==> config.mk <==
export PLATFORM = sky130hd
export DESIGN_NAME = tfc_top
export DESIGN_NICKNAME = d
export VERILOG_FILES = /design/src/hdl/tfc_pkg.sv /design/src/hdl/tfc_top.sv /design/src/hdl/tfc_sync.sv
export VERILOG_INCLUDE_DIRS = /design/src /design/src/hdl
export SDC_FILE = /design/constraint.sdc
export NUM_CORES = 1
export LEC_CHECK = 0
export ABC_AREA = 1
export BUFFER_PORTS_ARGS = -buffer_cell sky130_fd_sc_hd__buf_2
export CAP_MARGIN = 40
export CORE_UTILIZATION = 53
export CTS_CLUSTER_DIAMETER = 50
export DETAILED_ROUTE_END_ITERATION = 6
export PLACE_DENSITY_LB_ADDON = 0.3
export SLEW_MARGIN = 20
export SYNTH_ARGS = -nofsm -noshare
export SYNTH_HDL_FRONTEND = slang
export SYNTH_SLANG_ARGS = --single-unit
==> constraint.sdc <==
create_clock -name ref_clk -period 4.7 [get_ports ref_clk]
set_input_delay 1.175 -clock ref_clk [delete_from_list [all_inputs] [get_ports ref_clk]]
set_output_delay 1.175 -clock ref_clk [all_outputs]
set_load 0.05 [all_outputs]
==> src/hdl/tfc_defs.svh <==
// Offsets, field positions, reset values and timing counts of the terminal control block
`ifndef TFC_DEFS_SVH
`define TFC_DEFS_SVH

`define TFC_N_IN           8
`define TFC_N_OUT          4
`define TFC_ADDR_W         4
`define TFC_DATA_W         16

`define TFC_REG_IN_SEL0    4'h0
`define TFC_REG_OUT_SEL0   4'h8
`define TFC_REG_CTRL       4'hC
`define TFC_REG_NC_MASK    4'hD
`define TFC_REG_FREQ_MON   4'hE
`define TFC_REG_STATUS     4'hF

`define TFC_CTRL_PID_EN    0
`define TFC_CTRL_STOP_LSB  1
`define TFC_CTRL_STOP_MSB  2
`define TFC_CTRL_RESET     16'h0001

`define TFC_IN_SEL_RESET   8'hFF
`define TFC_OUT_SEL_RESET  8'h00

`define TFC_CODE_UPDN_LO   8'h0A
`define TFC_CODE_UPDN2_HI  8'h0D
`define TFC_CODE_RAMP_HOLD 8'h12
`define TFC_CODE_FLT_RST   8'h27
`define TFC_CODE_OVERHEAT  8'h28
`define TFC_CODE_COMM      8'h2D
`define TFC_CODE_PID_DIS   8'h2E
`define TFC_CODE_INT_RST   8'h2F
`define TFC_CODE_INT_HOLD  8'h30
`define TFC_CODE_SOFT_OFF  8'h31
`define TFC_CODE_PID_CHAR  8'h32
`define TFC_CODE_OFFSET1   8'h35
`define TFC_CODE_LOCKOUT   8'h3C
`define TFC_CODE_AN_HOLD   8'h3D
`define TFC_CODE_DC_BRAKE  8'h41
`define TFC_CODE_ENABLE    8'h45

`define TFC_OUT_FUNCS      50
`define TFC_OUT_INV_BASE   8'h64
`define TFC_OUT_CODE_MAX   8'h95
`define TFC_SRC_RUN        0
`define TFC_SRC_READY      4
`define TFC_SRC_FAULT      11
`define TFC_SRC_COMM       12
`define TFC_SRC_ENABLED    36

`define TFC_CLK_PERIOD_NS  50
`define TFC_HOLD_TIME_MS   100
`define TFC_HOLD_CYC       ((`TFC_HOLD_TIME_MS * 1000000) / `TFC_CLK_PERIOD_NS)

`endif

==> src/hdl/tfc_pkg.sv <==
// Types shared by the terminal control block
package tfc_pkg;
	typedef enum logic [1:0] {
		TFC_IDLE  = 2'b00,
		TFC_RUN   = 2'b01,
		TFC_FAULT = 2'b11
	} tfc_state_e;

	typedef logic [7:0] tfc_code_t;
endpackage : tfc_pkg

==> src/hdl/tfc_top.sv <==
// Multi-function terminal control logic for a motor drive
// Summary of operation
// - Fault drives fault output, shuts drive off
// - Fault clears: run removed, keypad, code 39
// - Reset request ignored while run requested
// - Code 40 raises overheat alarm, keeps running
// - Code 45 takes terminal levels from link
// - Code 46 closed disables PID
// - Code 47 closing zeroes PID integral
// - Code 48 closed freezes PID integral
// - Code 49 closed bypasses setpoint ramp
// - Code 50 selects PID input characteristic
// - Codes 53-55 add offset frequencies
// - Code 60 open blocks writes but monitor
// - Code 61 closed 100 ms samples analog
// - Power loss zeroes held reference
// - Analog hold with conflicting codes flags error
// - Code 65 brakes; run or jog releases
// - Code 69 open rejects run, shows indication
// - Enable open during run stops drive
// - Four outputs, codes 0 to 149
// - Codes 100-149 invert function code-100
// - Normally-closed inputs detect on opening
//
// Chosen here: strobed register access and the register offsets.
`timescale 1ns/1ps
`include "tfc_defs.svh"
module tfc_top #(
	parameter int HOLD_CYC = `TFC_HOLD_CYC
) (
	input  wire logic                     ref_clk,
	input  wire logic                     reset_n,
	input  wire logic [`TFC_N_IN-1:0]     term_in,
	input  wire logic [`TFC_N_IN-1:0]     comm_term_in,
	input  wire logic                     run_req,
	input  wire logic                     jog_req,
	input  wire logic                     keypad_reset,
	input  wire logic                     fault_detect,
	input  wire logic [15:0]              analog_freq_cmd,
	input  wire logic [`TFC_ADDR_W-1:0]   reg_addr,
	input  wire logic [`TFC_DATA_W-1:0]   reg_wdata,
	input  wire logic                     reg_wr,
	input  wire logic                     reg_rd,
	output logic      [`TFC_DATA_W-1:0]   reg_rdata,
	output logic                          drive_output_en,
	output logic                          fault_active,
	output logic                          external_overheat_alarm,
	output logic                          pid_active,
	output logic                          pid_integ_clear,
	output logic                          pid_integ_hold,
	output logic                          pid_ramp_bypass,
	output logic                          pid_char_alt,
	output logic      [2:0]               offset_add_en,
	output logic      [15:0]              freq_ref,
	output logic                          hold_conflict_error,
	output logic                          dc_brake,
	output logic                          not_enabled_indication,
	output logic                          stop_req,
	output logic      [1:0]               stop_method,
	output logic      [`TFC_N_OUT-1:0]    out_term
);
	logic [`TFC_N_IN-1:0]  phys_lvl;
	logic [`TFC_N_IN-1:0]  lvl;
	tfc_pkg::tfc_code_t    in_sel_q  [`TFC_N_IN];
	tfc_pkg::tfc_code_t    out_sel_q [`TFC_N_OUT];
	logic [15:0]           ctrl_q;
	logic [`TFC_N_IN-1:0]  nc_mask_q;
	logic [15:0]           freq_mon_q;
	tfc_pkg::tfc_state_e   state_q;
	tfc_pkg::tfc_state_e   state_d;
	logic                  run_prev_q;
	logic                  rst_prev_q;
	logic                  irst_prev_q;
	logic [20:0]           hold_cnt_q;
	logic                  hold_valid_q;
	logic [15:0]           held_q;
	logic [`TFC_OUT_FUNCS-1:0] src;

	tfc_sync #(.W(`TFC_N_IN)) u_sync (
		.ref_clk (ref_clk),
		.reset_n (reset_n),
		.raw     (term_in),
		.synced  (phys_lvl)
	);

	function automatic logic code_used(input tfc_pkg::tfc_code_t c);
		logic r;
		r = 1'b0;
		for (int i = 0; i < `TFC_N_IN; i++) begin
			if (in_sel_q[i] == c) begin
				r = 1'b1;
			end
		end
		return r;
	endfunction : code_used
	function automatic logic code_on(input tfc_pkg::tfc_code_t c,
	                                 input logic [`TFC_N_IN-1:0] l);
		logic r;
		r = 1'b0;
		for (int i = 0; i < `TFC_N_IN; i++) begin
			if (in_sel_q[i] == c && l[i]) begin
				r = 1'b1;
			end
		end
		return r;
	endfunction : code_on
	// Communication mode is chosen from the physical terminal itself
	logic comm_mode;
	assign comm_mode = code_on(`TFC_CODE_COMM, phys_lvl ^ nc_mask_q);
	assign lvl = (comm_mode ? comm_term_in : phys_lvl) ^ nc_mask_q;

	logic rst_on;
	logic int_rst_on;
	logic en_used;
	logic enabled;
	logic lock_used;
	logic hold_on;
	logic run_rise;
	logic fault_clear;
	assign rst_on     = code_on(`TFC_CODE_FLT_RST, lvl);
	assign int_rst_on = code_on(`TFC_CODE_INT_RST, lvl);
	assign en_used    = code_used(`TFC_CODE_ENABLE);
	assign enabled    = !en_used || code_on(`TFC_CODE_ENABLE, lvl);
	assign lock_used  = code_used(`TFC_CODE_LOCKOUT);
	assign hold_on    = code_on(`TFC_CODE_AN_HOLD, lvl);
	assign run_rise   = run_req && !run_prev_q;
	// Reset sources only count once run is withdrawn
	assign fault_clear = !run_req
		&& (run_prev_q || keypad_reset || (rst_on && !rst_prev_q));
	// Register port
	logic wr_allow;
	assign wr_allow = !lock_used || code_on(`TFC_CODE_LOCKOUT, lvl)
		|| reg_addr == `TFC_REG_FREQ_MON;

	always_ff @(posedge ref_clk or negedge reset_n) begin
		if (!reset_n) begin
			for (int i = 0; i < `TFC_N_IN; i++) begin
				in_sel_q[i] <= `TFC_IN_SEL_RESET;
			end
			for (int i = 0; i < `TFC_N_OUT; i++) begin
				out_sel_q[i] <= `TFC_OUT_SEL_RESET;
			end
			ctrl_q     <= `TFC_CTRL_RESET;
			nc_mask_q  <= '0;
			freq_mon_q <= '0;
		end else if (reg_wr && wr_allow) begin
			if (reg_addr < `TFC_REG_OUT_SEL0) begin
				in_sel_q[reg_addr[2:0]] <= reg_wdata[7:0];
			end else if (reg_addr < `TFC_REG_CTRL) begin
				if (reg_wdata[7:0] <= `TFC_OUT_CODE_MAX) begin
					out_sel_q[reg_addr[1:0]] <= reg_wdata[7:0];
				end
			end else if (reg_addr == `TFC_REG_CTRL) begin
				ctrl_q <= reg_wdata;
			end else if (reg_addr == `TFC_REG_NC_MASK) begin
				nc_mask_q <= reg_wdata[`TFC_N_IN-1:0];
			end else if (reg_addr == `TFC_REG_FREQ_MON) begin
				freq_mon_q <= reg_wdata;
			end
		end
	end

	logic [15:0] status;
	assign status = {8'h00, 1'b0, hold_valid_q, comm_mode, hold_conflict_error,
		not_enabled_indication, external_overheat_alarm, state_q};

	always_ff @(posedge ref_clk or negedge reset_n) begin
		if (!reset_n) begin
			reg_rdata <= '0;
		end else if (reg_rd) begin
			if (reg_addr < `TFC_REG_OUT_SEL0) begin
				reg_rdata <= {8'h00, in_sel_q[reg_addr[2:0]]};
			end else if (reg_addr < `TFC_REG_CTRL) begin
				reg_rdata <= {8'h00, out_sel_q[reg_addr[1:0]]};
			end else if (reg_addr == `TFC_REG_CTRL) begin
				reg_rdata <= ctrl_q;
			end else if (reg_addr == `TFC_REG_NC_MASK) begin
				reg_rdata <= {8'h00, nc_mask_q};
			end else if (reg_addr == `TFC_REG_FREQ_MON) begin
				reg_rdata <= freq_mon_q;
			end else begin
				reg_rdata <= status;
			end
		end else begin
			reg_rdata <= '0;
		end
	end
	// Run and fault sequencing
	always_comb begin
		state_d = state_q;
		unique case (state_q)
			tfc_pkg::TFC_IDLE: begin
				if (fault_detect) begin
					state_d = tfc_pkg::TFC_FAULT;
				end else if (run_rise && enabled) begin
					state_d = tfc_pkg::TFC_RUN;
				end
			end
			tfc_pkg::TFC_RUN: begin
				if (fault_detect) begin
					state_d = tfc_pkg::TFC_FAULT;
				end else if (!run_req || !enabled) begin
					state_d = tfc_pkg::TFC_IDLE;
				end
			end
			tfc_pkg::TFC_FAULT: begin
				if (fault_clear && !fault_detect) begin
					state_d = tfc_pkg::TFC_IDLE;
				end
			end
			default: state_d = tfc_pkg::TFC_IDLE;
		endcase
	end

	always_ff @(posedge ref_clk or negedge reset_n) begin
		if (!reset_n) begin
			state_q     <= tfc_pkg::TFC_IDLE;
			run_prev_q  <= 1'b0;
			rst_prev_q  <= 1'b0;
			irst_prev_q <= 1'b0;
		end else begin
			state_q     <= state_d;
			run_prev_q  <= run_req;
			rst_prev_q  <= rst_on;
			irst_prev_q <= int_rst_on;
		end
	end

	always_ff @(posedge ref_clk or negedge reset_n) begin
		if (!reset_n) begin
			stop_req    <= 1'b0;
			stop_method <= '0;
		end else begin
			stop_req    <= state_q == tfc_pkg::TFC_RUN && run_req && !enabled
				&& !fault_detect;
			stop_method <= ctrl_q[`TFC_CTRL_STOP_MSB:`TFC_CTRL_STOP_LSB];
		end
	end

	assign drive_output_en = state_q == tfc_pkg::TFC_RUN;
	assign fault_active    = state_q == tfc_pkg::TFC_FAULT;
	// Function outputs from the decoded terminals
	always_ff @(posedge ref_clk or negedge reset_n) begin
		if (!reset_n) begin
			external_overheat_alarm <= 1'b0;
			pid_active              <= 1'b0;
			pid_integ_clear         <= 1'b0;
			pid_integ_hold          <= 1'b0;
			pid_ramp_bypass         <= 1'b0;
			pid_char_alt            <= 1'b0;
			offset_add_en           <= '0;
			hold_conflict_error     <= 1'b0;
			dc_brake                <= 1'b0;
			not_enabled_indication  <= 1'b0;
		end else begin
			external_overheat_alarm <= code_on(`TFC_CODE_OVERHEAT, lvl);
			pid_active      <= ctrl_q[`TFC_CTRL_PID_EN]
				&& !code_on(`TFC_CODE_PID_DIS, lvl);
			pid_integ_clear <= int_rst_on && !irst_prev_q;
			pid_integ_hold  <= code_on(`TFC_CODE_INT_HOLD, lvl);
			pid_ramp_bypass <= code_on(`TFC_CODE_SOFT_OFF, lvl);
			pid_char_alt    <= code_on(`TFC_CODE_PID_CHAR, lvl);
			for (int k = 0; k < 3; k++) begin
				offset_add_en[k] <= code_on(8'(`TFC_CODE_OFFSET1 + k), lvl);
			end
			hold_conflict_error <= code_used(`TFC_CODE_AN_HOLD) && (
				code_used(`TFC_CODE_RAMP_HOLD)
				|| code_used(`TFC_CODE_UPDN_LO)
				|| code_used(8'(`TFC_CODE_UPDN_LO + 1))
				|| code_used(8'(`TFC_CODE_UPDN_LO + 2))
				|| code_used(`TFC_CODE_UPDN2_HI)
				|| code_used(`TFC_CODE_OFFSET1)
				|| code_used(8'(`TFC_CODE_OFFSET1 + 1))
				|| code_used(8'(`TFC_CODE_OFFSET1 + 2)));
			dc_brake <= code_on(`TFC_CODE_DC_BRAKE, lvl) && !run_req && !jog_req;
			not_enabled_indication <= !enabled;
		end
	end
	// Analog command hold; reset stands for loss of power
	always_ff @(posedge ref_clk or negedge reset_n) begin
		if (!reset_n) begin
			hold_cnt_q   <= '0;
			hold_valid_q <= 1'b0;
			held_q       <= '0;
		end else if (!hold_on) begin
			hold_cnt_q <= '0;
		end else if (hold_cnt_q == 21'(HOLD_CYC - 1)) begin
			hold_cnt_q   <= hold_cnt_q + 21'd1;
			hold_valid_q <= 1'b1;
			held_q       <= analog_freq_cmd;
		end else if (hold_cnt_q < 21'(HOLD_CYC - 1)) begin
			hold_cnt_q <= hold_cnt_q + 21'd1;
		end
	end

	always_ff @(posedge ref_clk or negedge reset_n) begin
		if (!reset_n) begin
			freq_ref <= '0;
		end else begin
			freq_ref <= hold_valid_q ? held_q : analog_freq_cmd;
		end
	end
	// Output terminal functions
	always_comb begin
		src = '0;
		src[`TFC_SRC_RUN]     = state_q == tfc_pkg::TFC_RUN;
		src[`TFC_SRC_READY]   = state_q != tfc_pkg::TFC_FAULT && enabled;
		src[`TFC_SRC_FAULT]   = state_q == tfc_pkg::TFC_FAULT;
		src[`TFC_SRC_COMM]    = comm_mode;
		src[`TFC_SRC_ENABLED] = enabled;
	end

	for (genvar j = 0; j < `TFC_N_OUT; j++) begin : g_out
		always_ff @(posedge ref_clk or negedge reset_n) begin
			if (!reset_n) begin
				out_term[j] <= 1'b0;
			end else if (out_sel_q[j] >= `TFC_OUT_INV_BASE) begin
				out_term[j] <= !src[6'(out_sel_q[j] - `TFC_OUT_INV_BASE)];
			end else if (out_sel_q[j] < 8'(`TFC_OUT_FUNCS)) begin
				out_term[j] <= src[6'(out_sel_q[j])];
			end else begin
				out_term[j] <= 1'b0;
			end
		end
	end
endmodule : tfc_top

==> src/hdl/tfc_sync.sv <==
// Two-stage synchroniser for the input terminals
`timescale 1ns/1ps
module tfc_sync #(
	parameter int W = 8
) (
	input  wire logic         ref_clk,
	input  wire logic         reset_n,
	input  wire logic [W-1:0] raw,
	output logic      [W-1:0] synced
);
	for (genvar i = 0; i < W; i++) begin : g_bit
		logic meta_q;
		logic sync_q;
		always_ff @(posedge ref_clk or negedge reset_n) begin
			if (!reset_n) begin
				meta_q <= 1'b0;
				sync_q <= 1'b0;
			end else begin
				meta_q <= raw[i];
				sync_q <= meta_q;
			end
		end
		assign synced[i] = sync_q;
	end
endmodule : tfc_sync

==> impl_results.md, run 1 <==
* H-tree Lvls at 1
* IR drop worst, VDD at 419 uV
* Post-synth top area share at 31.6%
* Dominant synthesized flop cell: dfrtp_1
* Final setup TNS at 0 ns
* GPL Wtd Cong at 1.10
* CTS max path bufs at 3
* Remaining antenna violation count at 0
* Outcome: finished, violations left
* Leakage power total at 0.00745 uW
* Max cap viols at 0
* Hpwl dp at 38.8 mm
* CTS tree: built
* Final period utilization at 88.1%
* Layout Skew at 0.0135 ns
* Max-slew headroom at 40.7%
* Sequential fraction of the synthesis area at 43.5%
* Worst R2R End: out_sel_q[9]
* Area leader, netlist: dfrtp_1
* Setup CP Type: flip-flop to flip-flop
* Async SR Flop Fraction at 100%
* WP depth at 15
* Slowest CP cell: dfstp_2
* Synth Instances at 1,882
* Worst Setup SP: in_sel_q[40]
* Synth top area cells: dfrtp_1, dfstp_2, nand2_1
* Worst Reg-to-Reg Cells at 15
* Die H at 166 microns
* Final hold viol count at 0
* Final min period at 4.14 ns
* Layout cell share with drive strength beyond 1 at 16.3%
* Critical path fanouts, max at 17
* Layout area overhead at 12.7%
* Worst-Skew Late Latency at 0.57 ns
* Postcts setup bufs at 0
* Max incr delay on CP at 0.64 ns
* HP Class: flip-flop to flip-flop
* Mapped cell area at 14,300 sq um
* Starting Density at 54.5%
* Vias at 14,300
* CP endpoint: out_sel_q[9]
* R2r setup slk at 0.56 ns
* FMAX at 242 MHz
* DRC at 9
* Port Buf Inserts at 112
* Remaining Overflow, GRT at 0
* Io pins at 113
* YS warnings at 0
* CTS buffer count at 29
* Nets at 2,057
* Slew at the pin with the worst max-slew slack at 0.889 ns
* Fill cells at 2,376
* Resize count post-CTS at 0
* Synthesized Nets at 1,955
* Detailed Route WL at 51.5 mm
* Seq cells post-synth at 246
* Via-to-Cell Ratio at 6.10
* DR pass1 iterations at 7
* Core Box Area at 26,300 sq um
* Initial DRC count at 1,573
* Delay-heaviest family, CP: simple AND/OR/NAND/NOR gates
* Ant. Diodes at 0
* WP buf/inv at 2
* Total power at 7070 uW
* Most common cell on crit path: nand2_1
* RSZ-0062 raised after global routing: false
* PD cells at 438 nW/um^2
* Critical Path Source Type: flip-flop
* Setup-failing EPs final at 0
* Failing checks: DRC
* Crit. End Element: flip-flop
* Cell chosen for the clock root: clkbuf_16
* Final-report max-slew violation count at 0
* Number of library cell types mapped by synthesis at 59
* Die width at 166 microns
* Post-synth EDFFs at 0
* Commonest cells after routing, fill and taps aside: nand2_1, inv_1, dfrtp_1, nor2_1, nand3_1
* Reg clk slew, reported paths at 0.06 ns
* DR WL/cell at 22.0 microns
* Largest net degree at the start of global routing at 108
* Worst EP required at 5.17 ns
* R2r startpoint: in_sel_q[40]
* Worst path cell trace: nand2_1 > nor2_1 > nand3_1 > nand2_2 > nor2_8 > nand2_4 > nand2_1 > nand3_1 > nand2_1 > inv_1 > a21oi_1 > nand3_2 > buf_4 > nand4_1 > o21ai_0
* Vias in the first global route at 13,500
* Hold Buf Count CTS at 0
* Avg Inst Size Synth at 7.62 sq um
* CTS Sinks at 246
* GRT Total Usage at 37.4%
* CP arrival at 4.61 ns
* # rows at 59
* Commonest non-fill, non-tap cell in the layout: nand2_1
* First-pass GRT wire length at 79.4 mm
* Antenna violations before repair at 1
* Die ar. at 27,700 sq um
cell type report:
type	instances	area (sq um)	share of cell area, %
clock buffer	37	756	4.68
tap	335	419	2.60
multi-input combinational	1348	6870	42.5
clock inverter	17	215	1.33
timing repair buffer	139	828	5.13
sequential	246	6240	38.6
inverter	220	826	5.11
kinds of logic after synthesis:
| family | Yosys count | share of synthesized area [%] |
|---|---|---|
| buf+inv | 288 | 8.58 |
| mux | 8 | 0.628 |
| simple gates | 938 | 29.9 |
| flops | 246 | 43.5 |
| compound gates | 372 | 15.2 |
| xor+xnor | 17 | 1.04 |
| fa+ha+maj | 13 | 1.13 |
report_power, final:
group | internal [uW] | switching (uW) | leakage (uW)
registers | 2510 | 406 | 0.00304
clock network | 1330 | 957 | 0.000453
logic | 545 | 1330 | 0.00395
total | 4380 | 2690 | 0.00745
sequential cells by signal, summed over array words and instances (netlist names), 2 cells and up:
register	cells
nc_mask_q	8
hold_cnt_q	21
freq_mon_q	16
ctrl_q	16
state_q	2
offset_add_en	3
u_sync.g_bit.meta_q	8
stop_method	2
freq_ref	16
out_sel_q	32
out_term	4
reg_rdata	16
in_sel_q	64
u_sync.g_bit.sync_q	8
held_q	16
how the worst min path moves through the flow:
stage	slack, ns	cells past startpoint	from	end
2_1_floorplan	0.33	0	u_sync.g_bit[0].meta_q	u_sync.g_bit[0].sync_q
3_3_place_gp	0.33	0	u_sync.g_bit[1].meta_q	u_sync.g_bit[1].sync_q
3_5_place_dp	0.34	0	u_sync.g_bit[3].meta_q	u_sync.g_bit[3].sync_q
4_1_cts	0.35	0	u_sync.g_bit[2].meta_q	u_sync.g_bit[2].sync_q
5_1_grt	0.35	0	u_sync.g_bit[5].meta_q	u_sync.g_bit[5].sync_q
6_report	0.35	0	u_sync.g_bit[2].meta_q	u_sync.g_bit[2].sync_q
layer usage:
layer  up-vias  part of all wire, %  track usage, %  wire [microns]
met2       744                   45            58.1           23100
li1       6563                    -               -               -
met1      6823                   42            51.0           21400
met4         0                  5.6            19.5            2910
met3       153                  7.9            5.39            4100
met5         -                    0               0               0
through the flow:
step                      setup slack, ns  area [sq um]  util (%)  instances  hold slack (ns)
after floorplan                      1.64         14300         -       1882            0.331
after global placement              0.684         15100      57.5       2284            0.332
after detailed placement            0.708         15100      57.6       2286            0.337
after CTS                           0.689         16100      61.3       2340            0.350
after global routing                0.249         16100      61.5       2342            0.350
final                               0.560         16100      61.5       2342            0.349
synthesized netlist by cell type, types with 16 or more instances:
| cell type | n |
|---|---|
| dfrtp_1 | 181 |
| o21ai_1 | 79 |
| nand2_2 | 18 |
| a21oi_1 | 55 |
| clkbuf_1 | 34 |
| nor3_1 | 67 |
| o22ai_1 | 36 |
| nor4_1 | 19 |
| buf_2 | 17 |
| inv_1 | 198 |
| nand2_1 | 447 |
| nor2_1 | 173 |
| nand3_1 | 128 |
| dfstp_2 | 65 |
| o21ai_0 | 121 |
| nand4_1 | 44 |
| inv_2 | 16 |
Power figures use the tool's default switching activity.
==> run 2, diff against run 1 <==
SYNTH_HIERARCHICAL = 1   (was not set)
==> impl_results.md, run 2 <==
* GPL Wtd Cong at 1.08
* Core Box Area at 27,000 sq um
* DR WL/cell at 21.5 microns
* Layout cell share with drive strength beyond 1 at 14.4%
* Commonest cells after routing, fill and taps aside: nand2_1, inv_1, dfrtp_1, nor2_1, nand3_1
* Hpwl dp at 40.1 mm
* Setup-failing EPs final at 0
* CTS buffer count at 34
* Post-synth top area share at 31.0%
* Detailed Route WL at 52.9 mm
* Dominant synthesized flop cell: dfrtp_1
* CTS Sinks at 246
* Most common cell on crit path: nor2_1
* Worst path cell trace: buf_2 > inv_1 > nor2_2 > clkinv_1 > nor2_1 > a41oi_1 > nand2_1 > nor2_1 > nand4_1 > nand2_2 > nor2_1 > o21ai_0
* Slew at the pin with the worst max-slew slack at 0.870 ns
* Synth Instances at 1,997
* Starting Density at 54.0%
* Synth top area cells: dfrtp_1, nand2_1, dfstp_2
* Sequential fraction of the synthesis area at 42.7%
* Top flop regs: in_sel_q x64, out_sel_q x32, hold_cnt_q x21
* FMAX at 256 MHz
* Worst Setup SP: reg_addr[1]
* Final setup TNS at 0 ns
* Final hold viol count at 0
* Io pins at 113
* HP Class: flip-flop to flip-flop
* Postcts setup bufs at 0
* Max cap viols at 0
* R2r startpoint: in_sel_q[3]
* Area leader, netlist: dfrtp_1
* Final min period at 3.90 ns
* Die H at 168 microns
* Commonest non-fill, non-tap cell in the layout: nand2_1
* CTS max path bufs at 3
* Top cells by count, synth: nand2_1, inv_1, dfrtp_1
* YS warnings at 6
* Worst EP required at 5.06 ns
* H-tree Lvls at 2
* Leakage power total at 0.00787 uW
* Async SR Flop Fraction at 100%
* Total power at 7560 uW
* GRT Total Usage at 37.9%
* Reg with most FFs: in_sel_q
* Die width at 168 microns
* Avg Inst Size Synth at 7.31 sq um
* Worst hold start: u_sync/g_bit[7].meta_q
* Layout area overhead at 14.2%
* Critical Path Source Type: primary input
* Max-slew headroom at 41.8%
* Layout Skew at 0.0281 ns
* CTS tree: built
* IR drop worst, VDD at 286 uV
* Outcome: finished, violations left
* Initial DRC count at 2,147
* Max incr delay on CP at 0.75 ns
* RSZ-0062 raised after global routing: false
* Critical path fanouts, max at 16
* Nets at 2,170
* Failing checks: DRC
* Final period utilization at 83.0%
* Seq cells post-synth at 246
* First-pass GRT wire length at 81.7 mm
* Vias in the first global route at 14,200
* Number of library cell types mapped by synthesis at 60
* Cell chosen for the clock root: clkbuf_16
* Die ar. at 28,200 sq um
* Reg clk slew, reported paths at 0.06 ns
* PD cells at 453 nW/um^2
* Setup CP Type: primary input to flip-flop
* Most used standard cell by instance count after synthesis: nand2_1
* Mapped cell area at 14,600 sq um
* CP arrival at 4.26 ns
* Vias at 15,100
* Port Buf Inserts at 112
* DR pass1 iterations at 7
* Post-synth EDFFs at 0
* Largest register FFs at 64
* Remaining antenna violation count at 0
* Hold Buf Count CTS at 0
* Worst-Skew Late Latency at 0.53 ns
* Largest net degree at the start of global routing at 107
* Crit. End Element: flip-flop
* Resize count post-CTS at 0
* Slowest CP cell: nor2_1
* Remaining Overflow, GRT at 0
* Fill cells at 2,404
* Via-to-Cell Ratio at 6.11
* DRC at 6
* Antenna violations before repair at 1
* Final-report max-slew violation count at 0
* Synthesized Nets at 2,070
* # rows at 60
[run 2: worst max-delay path, delay by kind of cell]
family | cells | cell delay (ns)
buffers and inverters | 3 | 0.47
AOI/OAI and AO/OA | 2 | 0.30
and+or+nand+nor | 7 | 2.29
[run 2: cell type report]
type                            instances  area [sq um]  area share (%)
Multi-Input combinational cell       1442          7120            42.7
Sequential cell                       246          6240            37.4
Clock buffer                           45           932            5.59
Inverter                              241           905            5.42
Timing Repair Buffer                  132           753            4.52
Tap cell                              341           427            2.56
Clock inverter                         17           307            1.84
Antenna cell                            1          2.50          0.0150
[run 2: per-layer routing]
layer	part of all wire [%]	global-route usage, %
met1	41	53.0
met2	43	56.5
met3	12	8.98
met4	4.2	15.3
met5	0	0.174
[run 2: cell families after synthesis]
group / count (synthesis) / synth area share, %
buffers and inverters: 309 / 8.58
and+or+nand+nor: 1097 / 33.4
xor gates and xnor gates: 18 / 1.08
adders and majority gates: 13 / 1.11
DFF: 246 / 42.7
AOI/OAI and AO/OA: 306 / 12.6
muxes: 8 / 0.617
[run 2: final timing paths]
path / endpoint / slack [ns] / cells past startpoint
setup / recovery: nc_mask_q[1] / 0.80 / 12
hold / removal: u_sync/g_bit[7].sync_q / 0.35 / 0
setup reg to reg: nc_mask_q[1] / 0.85 / 17
hold reg to reg: u_sync/g_bit[7].sync_q / 0.35 / 0
max in group asynchronous: out_sel_q[4] / 3.09 / 2
min in group asynchronous: pid_integ_hold / 0.72 / 1
[run 2: metrics by stage]
step	util (%)	instances	area [sq um]	hold WS, ns	setup WS [ns]
2_1_floorplan	-	1997	14600	0.331	1.45
3_3_place_gp	57.0	2400	15400	0.333	0.525
3_5_place_dp	57.1	2401	15400	0.336	0.457
4_1_cts	61.7	2463	16700	0.348	0.961
5_1_grt	61.7	2464	16700	0.347	0.612
6_report	61.7	2465	16700	0.348	0.800
[run 2: report_power, final]
group	total, uW	internal, uW	leakage [uW]	switching [uW]
clock network	2770	1760	0.000597	1020
registers	2920	2510	0.00304	408
logic	1870	536	0.00424	1330
total	7560	4800	0.00787	2760
